==> src/rtl/pte_map.vh <==
// Register map, field positions and reset values of the pulse timer
`ifndef PTE_MAP_VH
`define PTE_MAP_VH

// ****************************************
// Register offsets (byte addresses)
// ****************************************
`define PTE_CTRL_OFS      8'h00
`define PTE_PRESCALE_OFS  8'h04
`define PTE_PERIOD_OFS    8'h08
`define PTE_DUTY_OFS      8'h0C
`define PTE_COUNT_OFS     8'h10
`define PTE_CAPTURE_OFS   8'h14
`define PTE_STATUS_OFS    8'h18
`define PTE_MASK_OFS      8'h1C

// ****************************************
// Control register fields
// ****************************************
`define PTE_CTRL_MODE_LO  0
`define PTE_CTRL_MODE_HI  1
`define PTE_CTRL_INV      2
`define PTE_CTRL_CAP_EN   3
`define PTE_CTRL_SW_TRIG  4

// ****************************************
// Operating modes
// ****************************************
`define PTE_MODE_STOP     2'h0
`define PTE_MODE_PPG      2'h1
`define PTE_MODE_ONESHOT  2'h2
`define PTE_MODE_EVENT    2'h3

// ****************************************
// Prescaler register fields
// ****************************************
`define PTE_PRE_DIV_LO    0
`define PTE_PRE_DIV_HI    1
`define PTE_PRE_EDGE_LO   4
`define PTE_PRE_EDGE_HI   5

// ****************************************
// Edge select codes
// ****************************************
`define PTE_EDGE_FALL     2'h0
`define PTE_EDGE_RISE     2'h1
`define PTE_EDGE_NONE     2'h2
`define PTE_EDGE_BOTH     2'h3

// ****************************************
// Status and mask bits
// ****************************************
`define PTE_ST_PERIOD     0
`define PTE_ST_DUTY       1
`define PTE_ST_CAPTURE    2
`define PTE_ST_ONESHOT    3

// ****************************************
// Reset values
// ****************************************
`define PTE_CTRL_RST      4'h0
`define PTE_PRESCALE_RST  2'h0
`define PTE_EDGE_RST      2'h1
`define PTE_PERIOD_RST    16'hFFFF
`define PTE_DUTY_RST      16'h0000
`define PTE_MASK_RST      4'hF

`endif

==> src/rtl/pte_edge_det.v <==
// Valid edge detector for one timer input pin
`timescale 1ns/1ns
`include "pte_map.vh"

module pte_edge_det (
    // Clock and reset
    input  wire       clk_i,
    input  wire       rst_i,
    // Pin and selection
    input  wire       pin_i,
    input  wire [1:0] edge_sel_i,
    // Result
    output wire       edge_o
);

    reg prev_reg;

    // Reset to low so a pin held high at reset gives one rising edge
    always @(posedge clk_i) begin
        if (rst_i) begin
            prev_reg <= 1'b0;
        end else begin
            prev_reg <= pin_i;
        end
    end

    assign edge_o = (edge_sel_i == `PTE_EDGE_RISE) ? (pin_i & ~prev_reg) :
                    (edge_sel_i == `PTE_EDGE_FALL) ? (~pin_i & prev_reg) :
                    (edge_sel_i == `PTE_EDGE_BOTH) ? (pin_i ^ prev_reg) : 1'b0;

endmodule // pte_edge_det

==> src/rtl/pte_timer.v <==
// Sixteen-bit pulse timer and event counter with a Wishbone register port
`timescale 1ns/1ns
`include "pte_map.vh"

// Functional notes
// - PPG period is period+1 count clocks, high for duty+1 of them; a one-shot pulse is high for period-duty.
// - Event count is read from the counter register itself.
// - Trigger pin stays live in software one-shot; its edge restarts the pulse.
// - Counter runs as soon as mode is PPG or event; one-shot waits for a trigger; zero stops it.
// - First match after start may slip by up to one count clock.
module pte_timer #(
    parameter CW = 16
) (
    // Clock and reset
    input  wire        clk_i,
    input  wire        rst_i,
    // Wishbone slave
    input  wire        cyc_i,
    input  wire        stb_i,
    input  wire        we_i,
    input  wire [7:0]  adr_i,
    input  wire [3:0]  sel_i,
    input  wire [31:0] dat_i,
    output wire [31:0] dat_o,
    output wire        ack_o,
    // Timer pins
    input  wire        trigger_capture_pin_a_i,
    input  wire        capture_pin_b_i,
    output wire        timer_out_o,
    // Interrupt
    output wire        irq_o
);

    // ****************************************
    // Helpers
    // ****************************************
    function [CW-1:0] merge16;
        input [CW-1:0] old;
        input [31:0]   din;
        input [3:0]    sel;
        begin
            merge16 = old;
            if (sel[0]) merge16[7:0] = din[7:0];
            if (sel[1]) merge16[CW-1:8] = din[CW-1:8];
        end
    endfunction

    function reg_hit;
        input [7:0] adr;
        input [7:0] ofs;
        begin
            reg_hit = (adr[7:2] == ofs[7:2]);
        end
    endfunction

    // ****************************************
    // State
    // ****************************************
    reg  [1:0]    op_mode_reg;
    reg           duty_match_invert_en_reg;
    reg           capture_en_reg;
    reg           oneshot_sw_trigger_reg;
    reg  [1:0]    prescale_div_reg;
    reg  [1:0]    edge_sel_reg;
    reg  [CW-1:0] period_compare_reg;
    reg  [CW-1:0] duty_compare_reg;
    reg  [CW-1:0] timer_count_reg;
    reg  [CW-1:0] capture_reg;
    reg  [3:0]    status_reg;
    reg  [3:0]    mask_reg;
    reg  [2:0]    prescale_cnt_reg;
    reg           run_q_reg;
    reg           oneshot_run_reg;
    reg           out_reg;
    reg           ack_reg;
    reg  [31:0]   dat_reg;
    reg  [31:0]   rd_data;
    reg  [3:0]    status_next;

    wire          access    = cyc_i & stb_i & ~ack_reg;
    wire          wr        = access & we_i;
    wire          rd        = access & ~we_i;
    wire          running   = (op_mode_reg != `PTE_MODE_STOP);
    wire          edge_a;
    wire          edge_b;
    wire          pre_tick;
    wire          trig;
    wire          tick;
    wire          period_hit;
    wire          duty_hit;
    wire          cap_evt;

    // ****************************************
    // Pin edge detection
    // ****************************************
    pte_edge_det u_edge_a (
        .clk_i      (clk_i),
        .rst_i      (rst_i),
        .pin_i      (trigger_capture_pin_a_i),
        .edge_sel_i (edge_sel_reg),
        .edge_o     (edge_a)
    );

    pte_edge_det u_edge_b (
        .clk_i      (clk_i),
        .rst_i      (rst_i),
        .pin_i      (capture_pin_b_i),
        .edge_sel_i (edge_sel_reg),
        .edge_o     (edge_b)
    );

    // ****************************************
    // Count clock
    // ****************************************
    // Prescaler free-runs and is never cleared on start, so the first tick
    // after start lands anywhere within one count clock
    assign pre_tick = (prescale_div_reg == 2'h0) ? 1'b1 :
                      (prescale_div_reg == 2'h1) ? prescale_cnt_reg[0] :
                      (prescale_div_reg == 2'h2) ? (&prescale_cnt_reg[1:0]) :
                                                   (&prescale_cnt_reg);

    // Event mode counts pin edges instead of prescaled clocks
    assign tick = running & ((op_mode_reg == `PTE_MODE_EVENT) ? edge_a : pre_tick) &
                  ((op_mode_reg != `PTE_MODE_ONESHOT) | oneshot_run_reg);

    // Pin edge stays a valid trigger in software one-shot too
    assign trig = (op_mode_reg == `PTE_MODE_ONESHOT) & (oneshot_sw_trigger_reg | edge_a);

    assign period_hit = tick & ~trig & (timer_count_reg == period_compare_reg);
    assign duty_hit   = tick & ~trig & (timer_count_reg == duty_compare_reg);
    assign cap_evt    = running & capture_en_reg & edge_b;

    // ****************************************
    // Counter and output
    // ****************************************
    always @(posedge clk_i) begin
        if (rst_i) begin
            prescale_cnt_reg <= 3'h0;
            run_q_reg        <= 1'b0;
            timer_count_reg  <= {CW{1'b0}};
            oneshot_run_reg  <= 1'b0;
            out_reg          <= 1'b0;
            capture_reg      <= {CW{1'b0}};
        end else begin
            prescale_cnt_reg <= prescale_cnt_reg + 3'h1;
            run_q_reg        <= running;
            if (cap_evt) begin
                capture_reg <= timer_count_reg;
            end
            if (!running) begin
                timer_count_reg <= {CW{1'b0}};
                oneshot_run_reg <= 1'b0;
                out_reg         <= 1'b0;
            end else if (!run_q_reg && op_mode_reg == `PTE_MODE_PPG) begin
                // Counting begins at once; output opens in its high phase
                out_reg <= 1'b1;
                if (tick) begin
                    timer_count_reg <= timer_count_reg + {{(CW-1){1'b0}}, 1'b1};
                end
            end else if (trig) begin
                timer_count_reg <= {CW{1'b0}};
                oneshot_run_reg <= 1'b1;
                out_reg         <= 1'b0;
            end else if (tick) begin
                if (period_hit) begin
                    timer_count_reg <= {CW{1'b0}};
                end else begin
                    timer_count_reg <= timer_count_reg + {{(CW-1){1'b0}}, 1'b1};
                end
                if (duty_hit) begin
                    if (op_mode_reg == `PTE_MODE_PPG && duty_match_invert_en_reg) begin
                        out_reg <= ~out_reg;
                    end else if (op_mode_reg == `PTE_MODE_ONESHOT) begin
                        out_reg <= 1'b1;
                    end
                end
                if (period_hit) begin
                    if (op_mode_reg == `PTE_MODE_PPG) begin
                        out_reg <= 1'b1;
                    end else if (op_mode_reg == `PTE_MODE_ONESHOT) begin
                        out_reg         <= 1'b0;
                        oneshot_run_reg <= 1'b0;
                    end
                end
            end
        end
    end

    // ****************************************
    // Register writes
    // ****************************************
    always @(posedge clk_i) begin
        if (rst_i) begin
            op_mode_reg              <= `PTE_MODE_STOP;
            duty_match_invert_en_reg <= 1'b0;
            capture_en_reg           <= 1'b0;
            oneshot_sw_trigger_reg   <= 1'b0;
            prescale_div_reg         <= `PTE_PRESCALE_RST;
            edge_sel_reg             <= `PTE_EDGE_RST;
            period_compare_reg       <= `PTE_PERIOD_RST;
            duty_compare_reg         <= `PTE_DUTY_RST;
            mask_reg                 <= `PTE_MASK_RST;
        end else begin
            // Trigger bit is a one-cycle strobe and always reads back zero
            oneshot_sw_trigger_reg <= 1'b0;
            if (wr && sel_i[0]) begin
                if (reg_hit(adr_i, `PTE_CTRL_OFS)) begin
                    op_mode_reg              <= dat_i[`PTE_CTRL_MODE_HI:`PTE_CTRL_MODE_LO];
                    duty_match_invert_en_reg <= dat_i[`PTE_CTRL_INV];
                    capture_en_reg           <= dat_i[`PTE_CTRL_CAP_EN];
                    oneshot_sw_trigger_reg   <= dat_i[`PTE_CTRL_SW_TRIG];
                end
                if (reg_hit(adr_i, `PTE_PRESCALE_OFS) && !running) begin
                    // Changing the clock or edge while counting would glitch a tick
                    prescale_div_reg <= dat_i[`PTE_PRE_DIV_HI:`PTE_PRE_DIV_LO];
                    edge_sel_reg     <= dat_i[`PTE_PRE_EDGE_HI:`PTE_PRE_EDGE_LO];
                end
                if (reg_hit(adr_i, `PTE_MASK_OFS)) begin
                    mask_reg <= dat_i[3:0];
                end
            end
            if (wr && reg_hit(adr_i, `PTE_PERIOD_OFS)) begin
                period_compare_reg <= merge16(period_compare_reg, dat_i, sel_i);
            end
            // Duty takes effect on the next compare; a safe rewrite is up to software
            if (wr && reg_hit(adr_i, `PTE_DUTY_OFS)) begin
                duty_compare_reg <= merge16(duty_compare_reg, dat_i, sel_i);
            end
        end
    end

    // ****************************************
    // Read mux and status
    // ****************************************
    always @* begin
        rd_data = 32'h00000000;
        case ({2'h0, adr_i[7:2]})
            `PTE_CTRL_OFS >> 2: rd_data[4:0] = {1'b0, capture_en_reg, duty_match_invert_en_reg, op_mode_reg};
            `PTE_PRESCALE_OFS >> 2: rd_data[5:0] = {edge_sel_reg, 2'h0, prescale_div_reg};
            `PTE_PERIOD_OFS >> 2: rd_data[CW-1:0] = period_compare_reg;
            `PTE_DUTY_OFS >> 2: rd_data[CW-1:0] = duty_compare_reg;
            `PTE_COUNT_OFS >> 2: rd_data[CW-1:0] = timer_count_reg;
            `PTE_CAPTURE_OFS >> 2: rd_data[CW-1:0] = capture_reg;
            `PTE_STATUS_OFS >> 2: rd_data[3:0] = status_reg;
            `PTE_MASK_OFS >> 2: rd_data[3:0] = mask_reg;
            default: rd_data = 32'h00000000;
        endcase
    end

    // Read clears, but an event in the same cycle survives
    always @* begin
        status_next = status_reg;
        if (rd && reg_hit(adr_i, `PTE_STATUS_OFS)) begin
            status_next = 4'h0;
        end
        status_next[`PTE_ST_PERIOD]  = status_next[`PTE_ST_PERIOD] | period_hit;
        status_next[`PTE_ST_DUTY]    = status_next[`PTE_ST_DUTY] | duty_hit;
        status_next[`PTE_ST_CAPTURE] = status_next[`PTE_ST_CAPTURE] | cap_evt;
        status_next[`PTE_ST_ONESHOT] = status_next[`PTE_ST_ONESHOT] |
                                       (period_hit & (op_mode_reg == `PTE_MODE_ONESHOT));
    end

    always @(posedge clk_i) begin
        if (rst_i) begin
            status_reg <= 4'h0;
            ack_reg    <= 1'b0;
            dat_reg    <= 32'h00000000;
        end else begin
            status_reg <= status_next;
            ack_reg    <= access;
            if (rd) begin
                dat_reg <= rd_data;
            end
        end
    end

    assign dat_o       = dat_reg;
    assign ack_o       = ack_reg;
    assign timer_out_o = out_reg;
    assign irq_o       = |(status_reg & ~mask_reg);

endmodule // pte_timer

==> config.mk <==
export PLATFORM = sky130hd
export DESIGN_NAME = pte_timer
export DESIGN_NICKNAME = d
export VERILOG_FILES = /design/src/rtl/pte_edge_det.v /design/src/rtl/pte_timer.v
export VERILOG_INCLUDE_DIRS = /design/src /design/src/rtl
export SDC_FILE = /design/constraint.sdc
export NUM_CORES = 1
export LEC_CHECK = 0
export ABC_AREA = 1
export BUFFER_PORTS_ARGS = -buffer_cell sky130_fd_sc_hd__buf_2
export CAP_MARGIN = 5
export CORE_MARGIN = 2
export CORE_UTILIZATION = 57
export CTS_CLUSTER_SIZE = 14
export DETAILED_ROUTE_END_ITERATION = 16
export PLACE_DENSITY = 0.89
export SYNTH_ARGS = -nofsm -noshare
export SYNTH_HDL_FRONTEND = slang
export SYNTH_HIERARCHICAL = 1
export SYNTH_SLANG_ARGS = --single-unit
==> constraint.sdc <==
create_clock -name clk_i -period 2.5 [get_ports clk_i]
set_input_delay 0.375 -clock clk_i [delete_from_list [all_inputs] [get_ports clk_i]]
set_output_delay 0.375 -clock clk_i [all_outputs]
set_load 0.01 [all_outputs]
* Word-level counts from Yosys, hierarchy flattened *
Cells that the tools add are included.

storage, ports and cells
  word-level logic and storage cells = 147
  register bits after elaboration = 106
  input port bits = 51
  output and inout bits = 35

operators by class
  reductions and logical operators = 31
  add/subtract/negate cells = 2
  bitwise logic cells = 39
  mux-type cells = 34
  equality and inequality tests = 19

operators by type and width
  cell                                                              count
  16-bit two-way mux                                                5
  10-bit case mux with 4 select lines                               1
  16-bit == test                                                    2
  4-bit case mux with 8 select lines                                1
  6-bit by 3-bit == test with 1-bit output (second input constant)  4
  1-bit two-way mux                                                 24
  2-bit AND reduction                                               9
  1-bit bitwise AND                                                 17
  16-bit by 1-bit adder with 16-bit output (second input constant)  1
  6-bit by 2-bit == test with 1-bit output (second input constant)  2
  1-bit NOT                                                         12
  1-bit case mux with 5 select lines                                2
  2-bit == test (second input constant)                             4
  2-bit nonzero test                                                4
  1-bit logical AND                                                 7
  2-bit by 1-bit == test with 1-bit output (second input constant)  3
  6-bit by 1-bit == test with 1-bit output (second input constant)  1
  6-bit logical NOT                                                 1
  2-bit != test (second input constant)                             3
  1-bit OR                                                          6
  5-bit AND reduction                                               1
  4-bit bitwise AND                                                 1
  2-bit logical NOT                                                 2
  4-bit two-way mux                                                 1
  9 further kinds                                                   11

* Depth between registers and ports, before layout *
Gate-level depths: netlist of run 1.

  word-level depth = 16
  depth in mapped cells = 15

* By module *
The synthesis of run 1 kept the hierarchy.

by module, submodules not included
  module        area each (um^2)  seq. area each (um^2)  cells an instance  times used
  pte_timer     5233.8            2082.0                 734                1
  pte_edge_det  86.3              20.0                   13                 2

* Least setup slack after synthesis of run 1 *
OpenSTA, ideal clock, no wires.

  path kind = input port to flip-flop
  start = input trigger_capture_pin_a_i
  end = register timer_count_reg[11]
  required time = 2.387 ns
  setup slack = 0.685 ns
  arrival = 1.702 ns
  stages on the path = 14
  path through = inv_1 -> ha_1 -> inv_1 -> nand3_1 -> nand3_1 -> nor2_1 -> nor2_4 -> inv_2 -> nand2_4 -> nand3_4 -> nor2_4 -> nand2_1 -> o21ai_1 -> nor2_1

on the way
  longest elaborated chain between the ends = 13

RTL lines
  element                                                        RTL line                              RTL
  from (decl)                                                    pte_timer.v:27                        input wire trigger_capture_pin_a_i,
  1-bit bitwise XOR / 1-bit NOT (equally long branches)          pte_edge_det.v:29, pte_edge_det.v:28
  1-bit two-way mux / 1-bit bitwise AND (equally long branches)  pte_edge_det.v:29, pte_edge_det.v:28
  1-bit two-way mux                                              pte_edge_det.v:28                     (edge_sel_i == `PTE_EDGE_FALL) ? (~pin_i & prev_reg) :
  1-bit two-way mux (*)                                          pte_edge_det.v:27                     assign edge_o = (edge_sel_i == `PTE_EDGE_RISE) ? (pin_i & ~prev_reg) :
  net edge_a                                                     pte_timer.v:84                        wire edge_a;
  1-bit two-way mux / 1-bit OR (equally long branches)           pte_timer.v:123, pte_timer.v:127
  1-bit bitwise AND (on tied branches)                           pte_timer.v:123, pte_timer.v:127
  1-bit bitwise AND / 1-bit NOT (equally long branches)          pte_timer.v:123, pte_timer.v:129
  1-bit bitwise AND (2 in series)                                pte_timer.v:129                       assign period_hit = tick & ~trig & (timer_count_reg == period_compare_reg);
  16-bit two-way mux                                             pte_timer.v:165                       if (period_hit) begin
  16-bit two-way mux                                             pte_timer.v:164                       end else if (tick) begin
  16-bit two-way mux                                             pte_timer.v:160                       end else if (trig) begin
  16-bit two-way mux                                             pte_timer.v:154                       end else if (!run_q_reg && op_mode_reg == `PTE_MODE_PPG) begin
  to (signal assigned)                                           pte_timer.v:161                       timer_count_reg <= {CW{1'b0}};
  to (signal assigned)                                           pte_timer.v:166                       timer_count_reg <= {CW{1'b0}};
  to (signal assigned)                                           pte_timer.v:168                       timer_count_reg <= timer_count_reg + {{(CW-1){1'b0}}, 1'b1};
  to (decl)                                                      pte_timer.v:67                        reg [CW-1:0] timer_count_reg;

The timed path passes the listed nets; every way through them passes the cells marked *. The select of a mux whose other input is x is not followed.
A chain may end at the register's enable or synchronous reset.

* Worst setup path in the final report of run 1 *
  start = register u_edge_a.prev_reg
  end = register timer_count_reg[4]

on the way
  longest elaborated chain between the ends = 13

RTL lines
  element                                                RTL line                          RTL
  from (decl)                                            pte_edge_det.v:16                 reg prev_reg;
  from (signal assigned)                                 pte_edge_det.v:23                 prev_reg <= pin_i;
  1-bit bitwise XOR                                      pte_edge_det.v:29                 (edge_sel_i == `PTE_EDGE_BOTH) ? (pin_i ^ prev_reg) : 1'b0;
  1-bit two-way mux                                      pte_edge_det.v:29
  1-bit two-way mux                                      pte_edge_det.v:28
  1-bit two-way mux (*)                                  pte_edge_det.v:27
  net edge_a                                             pte_timer.v:84
  1-bit two-way mux / 1-bit OR (equally long branches)   pte_timer.v:123, pte_timer.v:127
  1-bit bitwise AND (on tied branches)                   pte_timer.v:123, pte_timer.v:127
  1-bit bitwise AND / 1-bit NOT (equally long branches)  pte_timer.v:123, pte_timer.v:129
  1-bit bitwise AND (2 in series)                        pte_timer.v:129
  16-bit two-way mux                                     pte_timer.v:165
  16-bit two-way mux                                     pte_timer.v:164
  16-bit two-way mux                                     pte_timer.v:160
  16-bit two-way mux                                     pte_timer.v:154

Marks and branches as above.

==> results.py, run 1 <==
metrics = {
    "floorplanning": {
        "floorplan.die_area_um2": 10300,
        "floorplan.die.width_um": 101,
        "die-height_um": 101,
        "ioPinCount": 86,
        "num_rows": 35,
        "core_area_um2": 9240,
        "effective_utilization_at_floorplan": 0.585,
    },
    "pwr": {
        "total_leakage_power_nw": 2.67,
        "report.power.total_mw": 2.95,
        "peakVddDrop_v": 0.000255,
        "powerDensity_nw_per_um2": 502,
    },
    "cts": {
        "postCtsSetupRepairBufs": 0,
        "clk_pin_slew_ns": 0.11,
        "clk_path_buf_depth": 2,
        "clock_tree_from_tritoncts": "yes",
        "ctsRootBufferMaster": "sky130_fd_sc_hd__clkbuf_8",
        "htree_num_levels": 3,
        "ctsResizeCount": 0,
        "tritoncts.num_buffers": 9,
        "cts_sinks": 106,
        "clk_latency_ns": 0.38,
        "cts_hold_repair.buffers": 0,
    },
    "place": {
        "post_detailed_placement_half_perimeter_wirelength_um": 9590,
        "gpl.final_weighted_congestion": 0.943,
        "placement.io_buffers": 49,
    },
    "route": {
        "num_vias": 5081,
        "dr_drc_count": 0,
        "met1_length_um": 6040,
        "detail_route.iter0.violations": 420,
        "total_iterations_of_the_first_detailed_routing_run": 5,
        "ant_nets": 0,
        "top_layer_used": "met4",
        "post_drt_wl_per_cell_um": 14.4,
        "total_length_of_routed_wires_um": 13400,
        "met3_wirelength_um": 1170,
        "routed_via_density": 5.45,
        "met2WireLength_um": 5850,
    },
    "yosys": {
        "synthCells": 760,
        "synth_seq_cells": 106,
        "synth_largest_type_area_fraction": 0.393,
        "netlist_top_cells_area": "sky130_fd_sc_hd__dfxtp_1, sky130_fd_sc_hd__nand2_1, sky130_fd_sc_hd__nor2_1, sky130_fd_sc_hd__inv_1, sky130_fd_sc_hd__a21oi_1",
        "sequential_element_share_of_the_synthesized_area": 0.393,
        "yosysWarningCount": 6,
        "yosysUniqueCellTypes": 40,
        "synth.cell_area_um2": 5410,
        "synth_largest_area_cell": "sky130_fd_sc_hd__dfxtp_1",
        "synthesis.area_per_instance_um2": 7.11,
    },
    "grt": {
        "global_route.usage.total": 0.269,
        "pin_count_of_the_biggest_net_entering_global_routing": 63,
        "grt_first_pass_wirelength_um": 21800,
        "overflow": 0,
        "grt_pass1_vias": 4492,
        "antenna_found_initial": 0,
    },
    "timing": {
        "achievable-frequency_mhz": 502,
        "timing.hold.ws_ns": 0.223,
        "worst_slew_pin_slew_ns": 0.618,
        "totalNegativeSetupSlack_ns": 0,
        "slew_violations": 0,
        "layout_min_cycle_time_ns": 1.99,
        "timing.final.crit_share": 0.798,
        "timing.final.hold_violations": 0,
        "timing.final.setup_violations": 0,
        "grt_setup_unrepaired": "no",
        "fin_skew_ns": 0.0185,
        "worst_slew_margin_rel": 0.587,
    },
    "job": {
        "max_cap_violations": 0,
    },
    "setup_path": {
        "worst-path-max-fanout": 12,
        "cpPeakStageDelay_ns": 0.33,
        "worst_r2r_startpoint": "u_edge_a/prev_reg$_SDFF_PP0_",
        "critPathCaptureType": "register",
        "cp_data_arrival_time_ns": 2.27,
        "crit_path_start_kind": "register",
        "startpoint": "u_edge_a/prev_reg$_SDFF_PP0_",
        "path_class": "reg -> reg",
        "slowest_stage": "sky130_fd_sc_hd__dfxtp_1",
        "critical_path.cell_chain": "ha_1 > inv_1 > nand3_1 > nand3_1 > nor2_1 > nor2_4 > nor2_4 > nand3b_4 > nand2_2 > inv_1 > nand2_1 > nor2_1",
        "worstPathRequired_ns": 2.77,
    },
    "final_layout": {
        "n_antenna_cell": 0,
        "syn2layout_area_growth_pct": 8.89,
        "final_net_count": 856,
        "most_common_library_cell_in_the_layout_ignoring_fill_and_taps": "sky130_fd_sc_hd__nand2_1",
        "layout-drive-gt1-share": 0.126,
        "commonest_non_fill_non_tap_cells_in_the_layout": "sky130_fd_sc_hd__nand2_1, sky130_fd_sc_hd__dfxtp_1, sky130_fd_sc_hd__nor2_1, sky130_fd_sc_hd__inv_1, sky130_fd_sc_hd__a21oi_1",
        "final_core_utilization": 0.637,
    },
    "status": {
        "outcome": "completed",
    },
    "worst_hold_path": {
        "hold_path.class": "in -> reg",
        "hp-start": "capture_pin_b_i",
    },
}
==> metal layers <==
metal  up-vias  GRT usage
met2       231      0.407
met1      2297      0.385
met4         0      0.108
met3        34     0.0442
met5         -          0
li1       2519          -
==> layout make-up <==
type,count,area (µm²)
Fill cell,814,3350
Sequential cell,106,2120
Inverter,87,327
Timing Repair Buffer,62,343
Clock buffer,9,124
Multi-Input combinational cell,532,2730
Tap cell,129,161
Clock inverter,7,81.3
==> power breakdown <==
part | internal [mW] | switching (mW)
clock network | 0.479 | 0.627
logic | 0.0453 | 0.101
registers | 1.70 | 0.00504
==> synthesized netlist by cell type <==
library cell and count:
sky130_fd_sc_hd__a21oi_1 59, sky130_fd_sc_hd__a221oi_1 2, sky130_fd_sc_hd__a22o_1 1, sky130_fd_sc_hd__a22oi_1 20
sky130_fd_sc_hd__and2_0 1, sky130_fd_sc_hd__and3_1 1, sky130_fd_sc_hd__buf_2 15, sky130_fd_sc_hd__buf_4 18
sky130_fd_sc_hd__buf_6 1, sky130_fd_sc_hd__clkbuf_1 11, sky130_fd_sc_hd__clkbuf_2 5, sky130_fd_sc_hd__clkinv_1 1
sky130_fd_sc_hd__conb_1 1, sky130_fd_sc_hd__dfxtp_1 106, sky130_fd_sc_hd__ha_1 7, sky130_fd_sc_hd__inv_1 82
sky130_fd_sc_hd__inv_2 4, sky130_fd_sc_hd__nand2_1 144, sky130_fd_sc_hd__nand2_2 4, sky130_fd_sc_hd__nand2_4 1
sky130_fd_sc_hd__nand3_1 52, sky130_fd_sc_hd__nand3_2 1, sky130_fd_sc_hd__nand3_4 1, sky130_fd_sc_hd__nand3b_4 1
sky130_fd_sc_hd__nand4_1 9, sky130_fd_sc_hd__nor2_1 89, sky130_fd_sc_hd__nor2_2 3, sky130_fd_sc_hd__nor2_4 5
sky130_fd_sc_hd__nor3_1 10, sky130_fd_sc_hd__nor3_2 1, sky130_fd_sc_hd__nor3b_2 1, sky130_fd_sc_hd__o2111ai_1 1
sky130_fd_sc_hd__o211ai_1 9, sky130_fd_sc_hd__o21ai_0 52, sky130_fd_sc_hd__o21ai_1 2, sky130_fd_sc_hd__o21bai_1 1
sky130_fd_sc_hd__o221ai_1 1, sky130_fd_sc_hd__o22ai_1 6, sky130_fd_sc_hd__xnor2_1 17, sky130_fd_sc_hd__xor2_1 14
==> worst max-delay path: cells and delay by family (launching register included) <==
kind                       cells  cell delay, ns
buffers and inverters          2            0.12
adders and majority gates      1            0.26
and+or+nand+nor                9            1.15
DFF                            1            0.33
==> worst paths after layout <==
kind / cells past startpoint / slack [ns] / to
max: 12 / 0.51 / timer_count_reg[4]$_SDFFE_PP0P_
min: 3 / 0.22 / u_edge_b/prev_reg$_SDFF_PP0_
max reg2reg: 12 / 0.51 / timer_count_reg[4]$_SDFFE_PP0P_
min reg2reg: 2 / 0.47 / dat_o[11]$_SDFFE_PP0P_
==> cell families (layout without fill, tap and decap cells) <==
logic type	Yosys count	after routing	synth area share
AND/OR/NAND/NOR	324	324	0.265
AO/OA/AOI/OAI	154	154	0.161
other	1	16	0.000694
buffers and inverters	137	165	0.114
adder cells (fa/ha/maj)	7	7	0.0162
XOR/XNOR	31	31	0.0502
flip-flops	106	106	0.393
==> through the flow <==
stage,cell area (µm²),cells,setup slack (ns)
3_3_place_gp,5680,916,0.367
4_1_cts,5890,932,0.558
3_5_place_dp,5680,916,0.364
6_report,5890,932,0.506
5_1_grt,5890,932,0.348
2_1_floorplan,5460,775,0.685
Power figures use the tool's default switching activity.
==> run 2, diff against run 1 <==
--- a/config.mk
+++ b/config.mk
@@ -6,14 +6,14 @@
 export SDC_FILE = /design/constraint.sdc
 export NUM_CORES = 1
 export LEC_CHECK = 0
-export ABC_AREA = 1
+export ABC_AREA = 0
 export BUFFER_PORTS_ARGS = -buffer_cell sky130_fd_sc_hd__buf_2
 export CAP_MARGIN = 5
 export CORE_MARGIN = 2
-export CORE_UTILIZATION = 57
+export CORE_UTILIZATION = 51
 export CTS_CLUSTER_SIZE = 14
 export DETAILED_ROUTE_END_ITERATION = 16
-export PLACE_DENSITY = 0.89
+export PLACE_DENSITY = 0.85
 export SYNTH_ARGS = -nofsm -noshare
 export SYNTH_HDL_FRONTEND = slang
 export SYNTH_HIERARCHICAL = 1
==> constraint.sdc (replaced) <==
create_clock -name clk_i -period 1.75 [get_ports clk_i]
set_input_delay 0.2625 -clock clk_i [delete_from_list [all_inputs] [get_ports clk_i]]
set_output_delay 0.2625 -clock clk_i [all_outputs]
set_load 0.01 [all_outputs]
==> run 2 against run 1 <==
The flow now finishes with violations (negative setup slack). Sequential power grew 44%. Sequential share of layout area shrank 4.3 points. Area after synthesis is essentially flat. Cell area grew 14%. Synthesized cell count shrank 13%. Via count grew 2.9%. Register-to-register slack lost 1.0 ns. Worst hold slack lost 0.12 ns. Largest cell class unchanged. Largest power group unchanged. Highest routed layer unchanged.
==> results.py, run 2 <==
metrics = {
    "timing": {
        "slew_violations": 0,
        "timing.hold.ws_ns": 0.0993,
        "grt_setup_unrepaired": "yes",
        "layout_min_cycle_time_ns": 2.26,
        "timing.final.setup_violations": 21,
        "timing.final.crit_share": 1.29,
        "fin_skew_ns": 0.0176,
        "achievable-frequency_mhz": 443,
        "worst_slew_pin_slew_ns": 0.658,
        "worst_slew_margin_rel": 0.559,
        "postLayoutSetupSlackWorst_ns": -0.506,
        "timing.final.hold_violations": 0,
    },
    "floorplanning": {
        "num_rows": 37,
        "core_area_um2": 10300,
        "floorplan.die_area_um2": 11400,
        "ioPinCount": 86,
        "effective_utilization_at_floorplan": 0.523,
        "floorplan.die.width_um": 107,
        "die-height_um": 107,
    },
    "final_layout": {
        "commonest_non_fill_non_tap_cells_in_the_layout": "sky130_fd_sc_hd__dfxtp_1, sky130_fd_sc_hd__nor2_1, sky130_fd_sc_hd__buf_4, sky130_fd_sc_hd__nand2_1, sky130_fd_sc_hd__a21oi_1",
        "most_common_library_cell_in_the_layout_ignoring_fill_and_taps": "sky130_fd_sc_hd__dfxtp_1",
        "final_net_count": 827,
        "n_antenna_cell": 0,
        "final.fill_count": 805,
        "layout-drive-gt1-share": 0.283,
        "syn2layout_area_growth_pct": 23.9,
    },
    "pwr": {
        "sequentialPowerShare": 0.553,
        "cellInternalPower_mw": 3.25,
        "share_comb_of_total_power": 0.068,
        "switching_share": 0.262,
        "total_leakage_power_nw": 2.71,
        "powerDensity_nw_per_um2": 659,
        "power.clock.fraction": 0.379,
        "power_switching_mw": 1.16,
        "peakVddDrop_v": 0.000397,
    },
    "grt": {
        "busiest_layer": "met2",
        "gr-usage-met1": 0.357,
        "grt.met3_usage": 0.0444,
        "met2_usage": 0.471,
        "global_route.usage.total": 0.279,
        "grt_first_pass_wirelength_um": 25100,
        "antenna_found_initial": 0,
        "overflow": 0,
        "grt_pass1_vias": 5119,
        "pin_count_of_the_biggest_net_entering_global_routing": 66,
    },
    "setup_path": {
        "path_class": "reg -> reg",
        "cp_num_buf_inv": 0,
        "worstPathRequired_ns": 2.02,
        "critical_path.cell_chain": "ha_4 > mux2i_1 > a22o_1 > o21a_4 > or4_4 > o21a_1 > a22oi_2 > nor3_1",
        "slowest_stage": "sky130_fd_sc_hd__or4_4",
        "worst_r2r_startpoint": "u_edge_a/prev_reg$_SDFF_PP0_",
        "regToRegSetupSlack_ns": -0.51,
        "worstSetupPathDepth": 8,
        "cpPeakStageDelay_ns": 0.52,
        "crit_path_start_kind": "register",
        "critical_path.reg2reg.endpoint": "timer_count_reg[1]$_SDFFE_PP0P_",
        "r2r_cells": 8,
        "crit_end": "timer_count_reg[1]$_SDFFE_PP0P_",
        "cp_data_arrival_time_ns": 2.53,
        "startpoint": "u_edge_a/prev_reg$_SDFF_PP0_",
        "worst-path-max-fanout": 4,
        "critPathCaptureType": "register",
        "family_of_cells_with_the_greatest_summed_delay_on_the_critical_path": "compound AO/OA/AOI/OAI gates",
    },
    "status": {
        "violations": "negative setup slack",
        "outcome": "finished with violations",
    },
    "yosys": {
        "synth_commonest_cells": "sky130_fd_sc_hd__dfxtp_1, sky130_fd_sc_hd__nor2_1, sky130_fd_sc_hd__nand2_1",
        "sequential_element_share_of_the_synthesized_area": 0.393,
        "synth-simple-area-share": 0.221,
        "synth_xor_area_frac": 0.0746,
        "synthesis.area_per_instance_um2": 8.14,
        "largest_family_of_logic_cells_by_synthesized_area": "simple AND/OR/NAND/NOR gates",
        "synth_largest_type_area_fraction": 0.393,
        "synthCells": 664,
        "yosysUniqueCellTypes": 59,
        "post-synth-top-count-cell": "sky130_fd_sc_hd__dfxtp_1",
        "post_synthesis_mux_area_share": 0.0419,
        "synth.cell_area_um2": 5400,
        "netlist_top_cells_area": "sky130_fd_sc_hd__dfxtp_1, sky130_fd_sc_hd__nor2_1, sky130_fd_sc_hd__nand2_1, sky130_fd_sc_hd__a21oi_1, sky130_fd_sc_hd__xnor2_1",
        "edff_count_synth": 0,
        "yosysWarningCount": 6,
        "synth_seq_cells": 106,
        "async_flop_share": 0,
        "post_synthesis_compound_gate_area_fraction": 0.163,
        "synth_largest_area_cell": "sky130_fd_sc_hd__dfxtp_1",
        "post_synth_fa_ha_maj_area_fraction": 0.0162,
        "postSynth.topFlopCell": "sky130_fd_sc_hd__dfxtp_1",
    },
    "cts": {
        "clk_path_buf_depth": 2,
        "clock_tree_from_tritoncts": "yes",
        "ctsRootBufferMaster": "sky130_fd_sc_hd__clkbuf_8",
        "tritoncts.num_buffers": 9,
        "cts_sinks": 106,
        "htree_num_levels": 3,
        "clk_latency_ns": 0.40,
        "clk_pin_slew_ns": 0.11,
    },
    "route": {
        "detail_route.iter0.violations": 543,
        "routed_via_density": 5.74,
        "ant_nets": 0,
        "post_drt_wl_per_cell_um": 17.3,
        "total_iterations_of_the_first_detailed_routing_run": 5,
        "dr_drc_count": 0,
        "num_vias": 5226,
        "total_length_of_routed_wires_um": 15800,
    },
    "worst_hold_path": {
        "hold_path.class": "in -> reg",
        "worstHoldPathCells": 3,
    },
    "place": {
        "placement.io_buffers": 49,
        "post_detailed_placement_half_perimeter_wirelength_um": 11100,
        "gpl.final_weighted_congestion": 0.923,
        "dpl_worst_slack_ns": -0.681,
    },
    "job": {
        "max_cap_violations": 0,
    },
}
run 2: cell count changes after synthesis, moves of 7 or more:
cell	change
sky130_fd_sc_hd__a22oi_1	+7
sky130_fd_sc_hd__nand3_1	-34
sky130_fd_sc_hd__nor2_1	+7
sky130_fd_sc_hd__o211ai_1	-8
sky130_fd_sc_hd__a211o_1	+13
sky130_fd_sc_hd__mux2i_1	+17
sky130_fd_sc_hd__nand3b_1	+8
sky130_fd_sc_hd__nand2_1	-60
sky130_fd_sc_hd__xnor2_1	+10
sky130_fd_sc_hd__nor2b_1	+7
sky130_fd_sc_hd__clkbuf_1	+14
sky130_fd_sc_hd__o21ai_0	-47
sky130_fd_sc_hd__inv_1	-55
run 2: worst min-delay path: stages:
cell and delay (ns):
sky130_fd_sc_hd__buf_2 0.09, sky130_fd_sc_hd__nand2_1 0.05, sky130_fd_sc_hd__nand3b_1 0.06
run 2: area by class of cell:
cell class              count  area, µm²  share of cell area
multi-input cells         484       3060               0.457
flip-flops and latches    106       2130               0.318
repair buffers            141       1020               0.152
well taps                 136        170              0.0254
clock buffers               9        124              0.0185
inverters                  27        104              0.0155
clock inverters             7       95.1              0.0142
run 2: cells by family after synthesis:
logic type      count (synthesis)
flops                         106
compound gates                134
fa+ha+maj                       7
simple gates                  257
buf+inv                        91
xor+xnor                       46
mux                            22
other cells                     1
run 2: metal layers:
layer / vias to the layer above / part of all wire
met4: 0 / 0.031
li1: 2429 / -
met1: 2489 / 0.41
met3: 52 / 0.070
met5: - / 0
met2: 256 / 0.48
run 2: what timing repair did:
| item | CTS | global route |
|---|---|---|
| gates cloned | 1 | 1 |
| pin swaps | 17 | 16 |
| buffers inserted | 1 | 2 |
| gates resized for setup | 21 | 32 |
| hold buffers | 0 | 0 |
| setup endpoints to repair | 36 | 40 |
run 2: metrics by stage:
stage          instance area [µm²]  TNS (ns)  utilization  total power, mW  cells
2_1_floorplan                 5480     -4.90            -             2.67    679
3_3_place_gp                  6240    -13.40        0.604             2.77    889
3_5_place_dp                  6240    -15.58        0.604             2.78    889
4_1_cts                       6560     -6.77        0.636             4.41    907
5_1_grt                       6700     -9.73        0.649             4.54    910
6_report                      6700     -8.43        0.649             4.41    910
run 2: worst min path at each step:
stage,startpoint,end
after floorplan,rst_i,u_edge_a/prev_reg$_SDFF_PP0_
after global placement,dat_o[2]$_SDFFE_PP0P_,dat_o[2]$_SDFFE_PP0P_
after detailed placement,dat_o[2]$_SDFFE_PP0P_,dat_o[2]$_SDFFE_PP0P_
after CTS,dat_i[6],period_compare_reg[6]$_SDFFE_PP1P_
after global routing,dat_i[7],period_compare_reg[7]$_SDFFE_PP1P_
final,dat_i[6],period_compare_reg[6]$_SDFFE_PP1P_
run 2: power groups by stage:
stage	clock [mW]	sequential, mW	combinational (mW)
after detailed placement	0	2.49	0.287
after floorplan	0	2.49	0.184
after CTS	1.68	2.44	0.291
after global placement	0	2.49	0.278
final	1.67	2.44	0.300
after global routing	1.77	2.44	0.327
==> run 3, diff against run 2 <==
--- a/config.mk
+++ b/config.mk
@@ -9,7 +9,7 @@
 export ABC_AREA = 0
 export BUFFER_PORTS_ARGS = -buffer_cell sky130_fd_sc_hd__buf_2
 export CAP_MARGIN = 5
-export CORE_MARGIN = 2
+export CORE_MARGIN = 10
 export CORE_UTILIZATION = 51
 export CTS_CLUSTER_SIZE = 14
 export DETAILED_ROUTE_END_ITERATION = 16
==> run 3 against run 2 <==
The run still ends with negative setup slack left. Wire length is 3.2% higher. First-iteration DRC count is 26% higher. Clock power is 3% lower. Maximum frequency hardly changed. Cell area is 0.30% lower. Critical path depth is 1 higher. Combinational power is 2% lower. Critical endpoint is now timer_count_reg[10]$_SDFFE_PP0P_. Largest cell class unchanged. Largest power group unchanged.
==> results.py, run 3 (same netlist as run 2, synthesis figures left out) <==
metrics = {
    "grt": {
        "pin_count_of_the_biggest_net_entering_global_routing": 50,
        "overflow": 0,
        "global_route.usage.total": 0.210,
        "grt_first_pass_wirelength_um": 25400,
        "antenna_found_initial": 0,
        "grt_pass1_vias": 5058,
    },
    "timing": {
        "fin_skew_ns": 0.0120,
        "layout_min_cycle_time_ns": 2.26,
        "worst_slew_margin_rel": 0.551,
        "achievable-frequency_mhz": 443,
        "grt_setup_unrepaired": "yes",
        "timing.final.hold_violations": 0,
        "worst_slew_pin_slew_ns": 0.671,
        "totalNegativeSetupSlack_ns": -9.61,
        "slew_violations": 0,
        "postLayoutSetupSlackWorst_ns": -0.505,
        "timing.hold.ws_ns": 0.115,
        "timing.final.setup_violations": 21,
        "timing.final.crit_share": 1.29,
    },
    "setup_path": {
        "crit_path_start_kind": "register",
        "worst-path-max-fanout": 7,
        "critPathCaptureType": "register",
        "worstPathRequired_ns": 2.04,
        "path_class": "reg -> reg",
        "cp_data_arrival_time_ns": 2.54,
    },
    "place": {
        "placedInstanceArea_um2": 6220,
        "placement.io_buffers": 49,
        "place_inst": 886,
        "post_detailed_placement_half_perimeter_wirelength_um": 11700,
        "gpl.final_weighted_congestion": 0.917,
    },
    "final_layout": {
        "layout-drive-gt1-share": 0.281,
        "most_common_library_cell_in_the_layout_ignoring_fill_and_taps": "sky130_fd_sc_hd__dfxtp_1",
        "n_antenna_cell": 0,
        "syn2layout_area_growth_pct": 23.5,
        "commonest_non_fill_non_tap_cells_in_the_layout": "sky130_fd_sc_hd__dfxtp_1, sky130_fd_sc_hd__buf_4, sky130_fd_sc_hd__nor2_1, sky130_fd_sc_hd__nand2_1, sky130_fd_sc_hd__a21oi_1",
        "finish.instance_area_um2": 6680,
        "final_cells": 913,
        "final_net_count": 830,
    },
    "route": {
        "total_iterations_of_the_first_detailed_routing_run": 6,
        "dr_drc_count": 0,
        "post_drt_wl_per_cell_um": 17.8,
        "ant_nets": 0,
        "num_vias": 5243,
        "total_length_of_routed_wires_um": 16300,
        "routed_via_density": 5.74,
        "detail_route.iter0.violations": 682,
    },
    "cts": {
        "htree_num_levels": 3,
        "cts_sinks": 106,
        "clk_pin_slew_ns": 0.11,
        "ctsRootBufferMaster": "sky130_fd_sc_hd__clkbuf_8",
        "clk_latency_ns": 0.38,
        "tritoncts.num_buffers": 9,
        "clk_path_buf_depth": 2,
        "clock_tree_from_tritoncts": "yes",
    },
    "pwr": {
        "total_leakage_power_nw": 2.71,
        "powerDensity_nw_per_um2": 651,
        "report.power.total_mw": 4.35,
        "peakVddDrop_v": 0.000508,
    },
    "floorplanning": {
        "core_area_um2": 10300,
        "ioPinCount": 86,
        "num_rows": 37,
        "floorplan.die_area_um2": 15100,
        "floorplan.die.width_um": 123,
        "effective_utilization_at_floorplan": 0.523,
        "die-height_um": 123,
    },
    "worst_hold_path": {
        "hold_path.class": "in -> reg",
    },
    "status": {
        "outcome": "finished with violations",
        "violations": "negative setup slack",
    },
    "job": {
        "max_cap_violations": 0,
    },
}
-- run 3: stage by stage --
stage / setup slack (ns) / util
floorplan: -0.326 / -
global placement: -0.594 / 0.602
detailed placement: -0.674 / 0.602
CTS: -0.429 / 0.631
global route: -0.613 / 0.647
finish: -0.505 / 0.647
-- run 3: power by group --
group / total (mW) / internal (mW) / switching [mW]
Clock: 1.62 / 0.692 / 0.926
Combinational: 0.295 / 0.117 / 0.178
Sequential: 2.44 / 2.43 / 0.0102
-- run 3: repair_timing --
action | CTS | global route
setup endpoints to repair | 37 | 45
gates cloned | 1 | 0
gates resized for setup | 13 | 31
pin swaps | 5 | 24
hold buffers | 0 | 0
endpoints found under the hold margin | 0 | 0
buffers inserted | 3 | 7
-- run 3: area by class of cell --
| cell class | count | area [µm²] |
|---|---|---|
| fillers | 837 | 3650 |
| multi-input cells | 483 | 3020 |
| flip-flops and latches | 106 | 2130 |
| repair buffers | 145 | 1040 |
| well taps | 136 | 170 |
| clock buffers | 9 | 124 |
| inverters | 27 | 104 |
| clock inverters | 7 | 86.3 |
-- run 3: worst max-delay path, cell delays in order, from the launching register on --
cell	delay, ns
sky130_fd_sc_hd__dfxtp_2	0.37
sky130_fd_sc_hd__ha_4	0.20
sky130_fd_sc_hd__mux2i_1	0.13
sky130_fd_sc_hd__a22o_1	0.27
sky130_fd_sc_hd__o21ba_4	0.19
sky130_fd_sc_hd__o21a_4	0.18
sky130_fd_sc_hd__nand2_4	0.06
sky130_fd_sc_hd__or4_4	0.54
sky130_fd_sc_hd__nand3_4	0.15
sky130_fd_sc_hd__nor2_1	0.08
-- run 3: routing by layer --
| metal | vias up | share of wire | global-route usage |
|---|---|---|---|
| met1 | 2499 | 0.39 | 0.253 |
| met4 | 0 | 0.028 | 0.0714 |
| met5 | - | 0 | 0 |
| met3 | 48 | 0.091 | 0.0479 |
| li1 | 2434 | - | - |
| met2 | 262 | 0.49 | 0.362 |
-- run 3: path summary, 6_finish.rpt --
path                                     start                                  to  slack (ns)  cells after the start
setup reg to reg  u_edge_a/prev_reg$_SDFF_PP0_    timer_count_reg[10]$_SDFFE_PP0P_       -0.51                      9
hold / removal                        dat_i[7]  period_compare_reg[7]$_SDFFE_PP1P_        0.12                      3
hold reg to reg   capture_reg[12]$_SDFFE_PP0P_        capture_reg[12]$_SDFFE_PP0P_        0.46                      2
setup / recovery  u_edge_a/prev_reg$_SDFF_PP0_    timer_count_reg[10]$_SDFFE_PP0P_       -0.51                      9
